**src/wakeup_cfg_pkg.sv**
```systemverilog
// Constants, field layout and carriers for the wake-up and sleep power block
package wakeup_cfg_pkg;

  ////////////////////////////////////////////////////////////////////////////
  // Register byte addresses
  localparam logic [31:0] USB_CTRL_ADDR    = 32'h4004_8198;
  localparam logic [31:0] USB_STAT_ADDR    = 32'h4004_819C;
  localparam logic [31:0] PIN_WAKE_ADDR    = 32'h4004_8204;
  localparam logic [31:0] PERIPH_WAKE_ADDR = 32'h4004_8214;
  localparam logic [31:0] SLEEP_CFG_ADDR   = 32'h4004_8230;

  ////////////////////////////////////////////////////////////////////////////
  // Field positions
  localparam int OVERRIDE_BIT  = 0;
  localparam int POLARITY_BIT  = 1;
  localparam int LEVEL_BIT     = 0;
  localparam int PIN_WAKE_W    = 8;
  localparam int WINDOWED_WATCHDOG_BIT      = 12;
  localparam int BOD_BIT       = 13;
  localparam int USB_BIT       = 19;
  localparam int GRP_A_BIT     = 20;
  localparam int GRP_B_BIT     = 21;
  localparam int BOD_OFF_BIT   = 3;
  localparam int WDOSC_OFF_BIT = 6;

  ////////////////////////////////////////////////////////////////////////////
  // Reset values
  localparam logic        OVERRIDE_RST    = 1'b0;
  localparam logic        POLARITY_RST    = 1'b0;
  localparam logic [7:0]  PIN_WAKE_RST    = 8'h00;
  localparam logic        PERIPH_WAKE_RST = 1'b0;
  localparam logic        BOD_OFF_RST     = 1'b1;
  localparam logic        WDOSC_OFF_RST   = 1'b1;
  // Reserved sleep bits 2:0 and 5:4 read back as ones
  localparam logic [31:0] SLEEP_RSVD_VAL  = 32'h0000_0037;

  ////////////////////////////////////////////////////////////////////////////
  // Carriers
  typedef struct packed {
    logic [7:0] pin;
    logic       windowed_watchdog;
    logic       brownout_detector;
    logic       grp_a;
    logic       grp_b;
  } irq_in_s;

  typedef struct packed {
    logic [7:0] pin;
    logic       windowed_watchdog;
    logic       brownout_detector;
    logic       usb;
    logic       grp_a;
    logic       grp_b;
  } wake_src_s;

  typedef struct packed {
    logic bod_off;
    logic wdosc_off;
  } sleep_pd_s;

endpackage

```
**src/wakeup_source_power_config.sv**
```systemverilog
// Wake-up source enables, USB clock request control and sleep power choices
//
// What this block does
// - Override bit 0 forces the USB clock request high; 0 leaves hardware control.
// - Polarity bit 1 picks falling (0) or rising (1) request edge for wake.
// - Status register bit 0 shows request level; read-only, writes ignored.
// - Eight pin interrupt wake enables at bits 0 to 7, reset disabled.
// - A source wakes only if wake-enabled and enabled in nested_irq_controller.
// - Bit 12 enables windowed watchdog wake, reset disabled.
// - Bit 13 enables brown-out detector wake, reset disabled.
// - Bit 19 enables USB clock request edge wake, reset disabled.
// - Bits 20 and 21 enable the two port group wakes, reset disabled.
// - Entering low power copies sleep power-down bits into run_power_config.
// - Sleep bit 3 powers brown-out detector down in low power; resets 1.
// - In low power all analog blocks forced off except those two.
// - Watchdog lock overrides the oscillator sleep power-down value.
// - Sleep bit 6 powers watchdog oscillator down in low power; resets 1.
`timescale 1ns/1ps

module wakeup_source_power_config
  import wakeup_cfg_pkg::*;
(
  // Clock and reset
  input  wire logic        CLK,
  input  wire logic        SRST,

  // Register port
  input  wire logic [31:0] ADDR,
  input  wire logic [31:0] WDATA,
  input  wire logic        WR,
  input  wire logic        RD,
  output logic      [31:0] RDATA,

  // USB clock request
  input  wire logic        NEED_CLOCK,
  output logic             USB_CLK_REQ,

  // Wake sources and controller enables
  input  wire irq_in_s     IRQ_IN,
  input  wire wake_src_s   IRQ_EN,
  input  wire logic        LOW_POWER,
  input  wire logic        WDT_LOCK,
  output logic             WAKE_REQ,

  // Power-down handover
  output logic             PD_LOAD,
  output sleep_pd_s        PD_CFG,
  output logic             ANALOG_FORCE_OFF
);

  ////////////////////////////////////////////////////////////////////////////
  // Address decoding

  // Full byte addresses are compared; a near miss is simply unmapped
  function automatic logic hit(input logic [31:0] a, input logic [31:0] ref_a);
    hit = (a == ref_a);
  endfunction

  wire logic wr_ctrl   = WR & hit(ADDR, USB_CTRL_ADDR);
  wire logic wr_pin    = WR & hit(ADDR, PIN_WAKE_ADDR);
  wire logic wr_periph = WR & hit(ADDR, PERIPH_WAKE_ADDR);
  wire logic wr_sleep  = WR & hit(ADDR, SLEEP_CFG_ADDR);

  ////////////////////////////////////////////////////////////////////////////
  // Control registers

  logic       override_reg;
  logic       polarity_reg;
  logic [7:0] pin_wake_reg;
  logic       windowed_watchdog_wake_reg;
  logic       bod_wake_reg;
  logic       usb_wake_reg;
  logic       grp_a_wake_reg;
  logic       grp_b_wake_reg;
  logic       bod_off_reg;
  logic       wdosc_off_reg;

  // Clock request control
  always_ff @(posedge CLK) begin
    if (SRST) begin
      override_reg <= OVERRIDE_RST;
      polarity_reg <= POLARITY_RST;
    end else if (wr_ctrl) begin
      override_reg <= WDATA[OVERRIDE_BIT];
      polarity_reg <= WDATA[POLARITY_BIT];
    end
  end

  always_ff @(posedge CLK) begin
    if (SRST) begin
      pin_wake_reg <= PIN_WAKE_RST;
    end else if (wr_pin) begin
      pin_wake_reg <= WDATA[PIN_WAKE_W-1:0];
    end
  end

  // Peripheral wake enables; the bits between them are reserved
  always_ff @(posedge CLK) begin
    if (SRST) begin
      windowed_watchdog_wake_reg  <= PERIPH_WAKE_RST;
      bod_wake_reg   <= PERIPH_WAKE_RST;
      usb_wake_reg   <= PERIPH_WAKE_RST;
      grp_a_wake_reg <= PERIPH_WAKE_RST;
      grp_b_wake_reg <= PERIPH_WAKE_RST;
    end else if (wr_periph) begin
      windowed_watchdog_wake_reg  <= WDATA[WINDOWED_WATCHDOG_BIT];
      bod_wake_reg   <= WDATA[BOD_BIT];
      usb_wake_reg   <= WDATA[USB_BIT];
      grp_a_wake_reg <= WDATA[GRP_A_BIT];
      grp_b_wake_reg <= WDATA[GRP_B_BIT];
    end
  end

  // Sleep choices reset to powered down
  always_ff @(posedge CLK) begin
    if (SRST) begin
      bod_off_reg   <= BOD_OFF_RST;
      wdosc_off_reg <= WDOSC_OFF_RST;
    end else if (wr_sleep) begin
      bod_off_reg   <= WDATA[BOD_OFF_BIT];
      wdosc_off_reg <= WDATA[WDOSC_OFF_BIT];
    end
  end

  ////////////////////////////////////////////////////////////////////////////
  // USB clock request: synchroniser, override and wake edge

  logic need_meta_reg;
  logic need_sync_reg;
  logic req_level_reg;

  // NEED_CLOCK comes from the USB side's clock, so it passes two flops
  always_ff @(posedge CLK) begin
    if (SRST) begin
      need_meta_reg <= 1'b0;
      need_sync_reg <= 1'b0;
    end else begin
      need_meta_reg <= NEED_CLOCK;
      need_sync_reg <= need_meta_reg;
    end
  end

  // Effective request level as seen by the USB side
  wire logic req_level_next = need_sync_reg | override_reg;

  always_ff @(posedge CLK) begin
    if (SRST) begin
      req_level_reg <= 1'b0;
    end else begin
      req_level_reg <= req_level_next;
    end
  end

  wire logic req_rise = req_level_next & ~req_level_reg;
  wire logic req_fall = ~req_level_next & req_level_reg;
  wire logic usb_edge = polarity_reg ? req_rise : req_fall;

  ////////////////////////////////////////////////////////////////////////////
  // Wake request

  wake_src_s src;
  wake_src_s wen;
  wake_src_s armed;

  assign src.pin   = IRQ_IN.pin;
  assign src.windowed_watchdog  = IRQ_IN.windowed_watchdog;
  assign src.brownout_detector   = IRQ_IN.brownout_detector;
  assign src.usb   = usb_edge;
  assign src.grp_a = IRQ_IN.grp_a;
  assign src.grp_b = IRQ_IN.grp_b;

  assign wen.pin   = pin_wake_reg;
  assign wen.windowed_watchdog  = windowed_watchdog_wake_reg;
  assign wen.brownout_detector   = bod_wake_reg;
  assign wen.usb   = usb_wake_reg;
  assign wen.grp_a = grp_a_wake_reg;
  assign wen.grp_b = grp_b_wake_reg;

  // Per source: both this block and the interrupt controller must agree
  for (genvar s = 0; s < $bits(wake_src_s); s++) begin : g_arm
    assign armed[s] = src[s] & wen[s] & IRQ_EN[s];
  end

  wire logic wake_next = LOW_POWER & (|armed);

  ////////////////////////////////////////////////////////////////////////////
  // Sleep power handover

  logic low_power_d_reg;

  // Lock keeps the watchdog oscillator running for the watchdog
  wire logic wdosc_eff = wdosc_off_reg & ~WDT_LOCK;
  wire logic enter_lp  = LOW_POWER & ~low_power_d_reg;

  sleep_pd_s pd_next;
  assign pd_next.bod_off   = bod_off_reg;
  assign pd_next.wdosc_off = wdosc_eff;

  // Previous low-power level, for finding the entry edge
  always_ff @(posedge CLK) begin
    if (SRST) begin
      low_power_d_reg <= 1'b0;
    end else begin
      low_power_d_reg <= LOW_POWER;
    end
  end

  // One-cycle strobe that tells the run power register to take PD_CFG
  always_ff @(posedge CLK) begin
    if (SRST) begin
      PD_LOAD <= 1'b0;
    end else begin
      PD_LOAD <= enter_lp;
    end
  end

  // Tracks the settings while awake, holds the copy taken on entry
  wire logic pd_track = enter_lp | ~LOW_POWER;

  always_ff @(posedge CLK) begin
    if (SRST) begin
      PD_CFG <= '{bod_off: BOD_OFF_RST, wdosc_off: WDOSC_OFF_RST};
    end else if (pd_track) begin
      PD_CFG <= pd_next;
    end
  end

  // Analog blocks follow the mode, one cycle late like the copy
  always_ff @(posedge CLK) begin
    if (SRST) begin
      ANALOG_FORCE_OFF <= 1'b0;
    end else begin
      ANALOG_FORCE_OFF <= LOW_POWER;
    end
  end

  // Registered so the power controller sees a clean level
  always_ff @(posedge CLK) begin
    if (SRST) begin
      WAKE_REQ <= 1'b0;
    end else begin
      WAKE_REQ <= wake_next;
    end
  end

  // Same timing as the status bit, which reads the twin flop
  always_ff @(posedge CLK) begin
    if (SRST) begin
      USB_CLK_REQ <= 1'b0;
    end else begin
      USB_CLK_REQ <= req_level_next;
    end
  end

  ////////////////////////////////////////////////////////////////////////////
  // Read path

  // One select per register; an unmapped address selects none and reads 0
  wire logic sel_ctrl   = hit(ADDR, USB_CTRL_ADDR);
  wire logic sel_stat   = hit(ADDR, USB_STAT_ADDR);
  wire logic sel_pin    = hit(ADDR, PIN_WAKE_ADDR);
  wire logic sel_periph = hit(ADDR, PERIPH_WAKE_ADDR);
  wire logic sel_sleep  = hit(ADDR, SLEEP_CFG_ADDR);

  // Views of each register; bits without a field keep their reset value
  wire logic [31:0] ctrl_view   =
    (32'(override_reg) << OVERRIDE_BIT) |
    (32'(polarity_reg) << POLARITY_BIT);

  // Status has no write decode at all, so writes to it are lost
  wire logic [31:0] stat_view   = 32'(req_level_reg) << LEVEL_BIT;

  wire logic [31:0] pin_view    = 32'(pin_wake_reg);

  wire logic [31:0] periph_view =
    (32'(windowed_watchdog_wake_reg)  << WINDOWED_WATCHDOG_BIT)  |
    (32'(bod_wake_reg)   << BOD_BIT)   |
    (32'(usb_wake_reg)   << USB_BIT)   |
    (32'(grp_a_wake_reg) << GRP_A_BIT) |
    (32'(grp_b_wake_reg) << GRP_B_BIT);

  wire logic [31:0] sleep_view  =
    SLEEP_RSVD_VAL |
    (32'(bod_off_reg)   << BOD_OFF_BIT) |
    (32'(wdosc_off_reg) << WDOSC_OFF_BIT);

  wire logic [31:0] rd_mux      =
    ({32{sel_ctrl}}   & ctrl_view)   |
    ({32{sel_stat}}   & stat_view)   |
    ({32{sel_pin}}    & pin_view)    |
    ({32{sel_periph}} & periph_view) |
    ({32{sel_sleep}}  & sleep_view);

  // Read data stands for one cycle only, then returns to zero
  always_ff @(posedge CLK) begin
    if (SRST) begin
      RDATA <= 32'h0000_0000;
    end else if (RD) begin
      RDATA <= rd_mux;
    end else begin
      RDATA <= 32'h0000_0000;
    end
  end

endmodule // wakeup_source_power_config

```
**config.mk**
```make
export PLATFORM = sky130hd
export DESIGN_NAME = wakeup_source_power_config
export DESIGN_NICKNAME = d
export VERILOG_FILES = /design/src/wakeup_cfg_pkg.sv /design/src/wakeup_source_power_config.sv
export SDC_FILE = /design/constraint.sdc
export NUM_CORES = 1
export LEC_CHECK = 0
export CAP_MARGIN = 5
export CORE_MARGIN = 5
export CORE_UTILIZATION = 30
export CTS_CLUSTER_SIZE = 24
export DETAILED_ROUTE_END_ITERATION = 10
export DONT_BUFFER_PORTS = 1
export MAX_ROUTING_LAYER = met4
export PLACE_DENSITY_LB_ADDON = 0.3
export SLEW_MARGIN = 20
export SYNTH_ARGS = -nofsm -noshare
export SYNTH_HDL_FRONTEND = slang
export SYNTH_SLANG_ARGS = --single-unit
```
**constraint.sdc**
```tcl
create_clock -name CLK -period 3 [get_ports CLK]
set_input_delay 0.45 -clock CLK [delete_from_list [all_inputs] [get_ports CLK]]
set_output_delay 0.45 -clock CLK [all_outputs]
set_load 0.1 [all_outputs]
```
# After elaboration in Yosys (flattened, before gate mapping)
# Index checks and enable logic that the tools add are counted.
# W data, S select, Z words.
# word_totals
word_cells,85
rom_bits,0
ram_bits,0
inputBits,96
mem_count,0
ff_bits,57
latchBits,0
output_inout_bits,38
# classes
n_shift,0
bitwise,58
muxes,1
reduce_logical,2
addsub,0
multipliers,0
n_div,0
magnitude_cmp,0
n_eq_ne,5
# ops
op,count
$eq A32 B31 Y1 const B,5
$or A32 B32 Y32,4
$and A1 B1 Y1,35
$and A32 B1 Y32,1
$and A32 B2 Y32,1
$and A32 B22 Y32,1
$and A32 B7 Y32,1
$and A32 B8 Y32,1
$or A21 B22 Y22,1
$or A20 B21 Y21,1
$or A14 B20 Y20,1
$or A13 B14 Y14,1
$reduce_or A13 Y1,1
$or A6 B7 Y7,1
$not A1 Y1,6
$or A1 B1 Y1,2
$or A1 B2 Y2,1
$reduce_or A2 Y1,1
$mux W1,1

# Longest topological paths before layout
# depth
depth_word,8
ltp_mapped,6
depth_no_buf,4

# Least setup slack after synthesis
# OpenSTA, ideal clock, no wires.
# synth_path
kind,input -> register
start,input port ADDR[1]
end,register RDATA[1]
arrival_ns,2.170
setup_ns,0.074
path_buffers,0
setup_slack_ns,0.756
path_stages,4
t_required_ns,2.926
path_cell_list,or4b_2 > or4_4 > or4b_1 > a31oi_1
# synth_between
elab_chain_len,6
elab_cells_between_ends,14
cone_classes,eq/ne: 5; bitwise: 9
# synth_lines
item,line,text
start: declaration,wakeup_source_power_config.sv:28,"input wire logic [31:0] ADDR,"
$eq A32 B31 Y1,wakeup_source_power_config.sv:56,hit = (a == ref_a);
$and A32 B2 Y32 or $and A32 B1 Y32 (tied branches),"wakeup_source_power_config.sv:288, wakeup_source_power_config.sv:289",
$or A32 B32 Y32,wakeup_source_power_config.sv:288,({32{sel_ctrl}} & ctrl_view) |
$or A32 B32 Y32,wakeup_source_power_config.sv:289,({32{sel_stat}} & stat_view) |
$or A32 B32 Y32,wakeup_source_power_config.sv:290,({32{sel_pin}} & pin_view) |
$or A32 B32 Y32 (*),wakeup_source_power_config.sv:291,({32{sel_periph}} & periph_view) |
end signal: assignment,wakeup_source_power_config.sv:299,RDATA <= rd_mux;
end: declaration,wakeup_source_power_config.sv:32,"output logic [31:0] RDATA,"
# Mark *: on every way between the ends. The rest lies on a longest branch, timed or not.
# A chain may end at the register's enable or synchronous reset.

# Final worst setup path
# layout_path
start,input port ADDR[0]
end,register RDATA[1]
# The elaborated chain is that of the path after synthesis.

==> metrics.cfg <==
[run_status]
status = complete, no violations

[yosys]
netlist_top_cells_area = dfxtp_1 (40%), nand4_1 (9.5%), buf_4 (7.5%), o31ai_1 (5.9%), a21oi_1 (5.5%)
netlist_area_um2 = 1913
ys_async_sr_fraction_pct = 0
synth_area_leader_cell = dfxtp_1
syn_inst = 218
ys_ff_latch = 38
yosysSeqAreaShare_pct = 39.76
synth.avg_cell_area_um2 = 8.776
synth_top_area_share_pct = 39.76
ys.flop_type = dfxtp_1
ys_types = 34
yosysWarnings = 0
synth_edf_count = 0

[critical_path]
setup.worst_path.end_class = flop
worst_setup_path_start_kind = input pin
critical_path_depth = 4
cp_data_required_time_ns = 3.22
path_cells = or4_4 > or4_4 > or4b_1 > a31oi_1
critPathArrivalTime_ns = 2.33
cpMostUsedCell = or4_4
critPathMaxFanout = 5
slowest_stage = or4_4
path_delay_family = simple AND/OR/NAND/NOR gates
slowest_delay_ns = 0.58
r2r_cells = 2
worstSetupPathType = input pin to flop
crit_buf_inv = 0

[detailed_routing]
ant_nets = 0
drt_pass1_iterations = 4
num_vias = 1745
first_iter_violations = 127
avgRoutedWirePerCell_um = 19.74
routed_via_density = 5.875
remaining_drc_errors = 0
routed_wl_um = 5864

[clocking]
cts_resized = 0
cts_buffers = 5
worstSkewPairLatency_ns = 0.29
cts_max_level = 2
path_clk_slew_ns = 0.08
cts_hold_buf = 0
cts_setup_buffers = 0
cts-root-buf = clkbuf_8
cts_tree = yes
cts_buffer_depth = 2
clock_sinks = 38

[min_path]
hold_depth = 1
worstHoldPathType = input pin to flop

[global_routing]
grt_usage_pct = 14.41
grt_max_degree = 26
antenna_found_initial = 0
grt_pass1_vias = 1652
grt_overflow_total = 0
grt_pass1_wl_um = 9004

[die]
pin_count = 134
std_cell_rows = 29
die-area_um2 = 8074
die_x_um = 89.86
start_util_pct = 30.48
core_area_um2 = 6277
fp.dieH_um = 89.86

[final_layout]
fin_util_pct = 33.27
nFillCells = 662
areaGrowthSynthToFinish_pct = 9.156
largest_reg_flops = 13
n_antenna_cell = 0
final_nets = 315
drive_above_1_share_pct = 10.45

[timing]
setup_viol = 0
rsz0062_at_grt = false
period_share_pct = 70.49
timing.slew.headroom_pct = 27.37
fmax_mhz = 472.8
finalHoldViolations = 0
finalCriticalPeriod_ns = 2.115
finalSetupTns_ns = 0
tightest_slew_ns = 1.088
clock_skew_ns = 0.007090
slew_viol_final = 0

[pwr]
vdd_drop_max_mv = 0.3151
powerDensity_nw_per_um2 = 576.1
p_leak_nw = 0.6737

[placement]
port_buffers = 0
dpl.hpwl_um = 4619
gp_congestion = 0.8163

[job]
drv_cap = 0

## layout make-up
| cell class | instances | area (um2) | share of cell area (%) |
|---|---|---|---|
| Clock inverter | 2 | 60.06 | 2.876 |
| Tap cell | 77 | 96.34 | 4.614 |
| Sequential cell | 38 | 760.7 | 36.43 |
| Clock buffer | 6 | 82.58 | 3.954 |
| Multi-Input combinational cell | 163 | 1017 | 48.71 |
| Inverter | 3 | 11.26 | 0.5392 |
| Timing Repair Buffer | 8 | 60.06 | 2.876 |
## worst paths after layout
check / start / to / slack (ns)
min reg2reg: need_meta_reg / need_sync_reg / 0.44
max reg2reg: ANALOG_FORCE_OFF / PD_CFG[0] / 1.35
max: ADDR[0] / RDATA[1] / 0.89
min: SRST / grp_b_wake_reg / 0.22
## synth_stat cells (all sizes together), types with 2 or more instances
master and number:
a21oi 21, nor4b 5, nor2 6, inv 3, a41oi 3, nor4 6, nand2b 4, or4b 4
nand2 3, buf 19, dfxtp 38, and2 8, and3 3, nor2b 5, nand3 11, nor3 2
a31oi 4, a311o 4, clkbuf 13, or4 2, nand4 29, or3 2, o31ai 15
## through the flow
stage	setup WS, ns	hold WS [ns]	cells	cell area (um2)	power, W
floorplan	0.7560	0.4138	236	1981	0.0006941
global placement	0.6057	0.4243	289	1946	0.0006747
detailed placement	0.6010	0.4305	289	1946	0.0006754
CTS	0.9195	0.2020	297	2088	0.001218
global route	0.8651	0.1960	297	2088	0.001243
finish	0.8852	0.2199	297	2088	0.001203
## metal layers
| layer | wire length [um] | part of all wire (%) | GRT usage [%] | vias up |
|---|---|---|---|---|
| met5 | 0 | 0 | - | - |
| met4 | 161 | 2.7 | 6.203 | 0 |
| met3 | 731 | 12 | 5.760 | 10 |
| met2 | 2561 | 44 | 20.43 | 116 |
| met1 | 2409 | 41 | 18.07 | 813 |
| li1 | - | - | - | 806 |
## placed cells by master (no fill, tap or decap), drive strengths merged
cell,n
o31ai,15
nor4,6
nor3b,1
mux2i,1
and3,3
a211oi,1
nand2,3
nor2b,5
nor4b,5
and2,8
and4,1
or4b,4
buf,8
a311o,4
bufinv,2
a31oi,4
a41oi,3
nand3,11
nor2,6
or4,2
clkbuf,6
nor3,2
nand4,29
nand4b,1
o211ai,1
a21oi,21
conb,19
inv,3
or3b,1
or3,2
nand2b,4
dfxtp,38
## power by group
group	switching [W]	total, W	internal, W
combinational	0.000121	0.000134	0.0000132
sequential	0.0000222	0.000530	0.000508
clock	0.000184	0.000538	0.000355
total	0.000327	0.00120	0.000876
## cells by family after synthesis
kind of cell	Yosys count	share of synthesized area [%]
AO/OA/AOI/OAI	49	16.94
buffers and inverters	35	10.60
flip-flops	38	39.76
multiplexers	1	0.5232
other	1	0.1960
AND/OR/NAND/NOR	94	31.98
(Power assumes the default switching activity.)
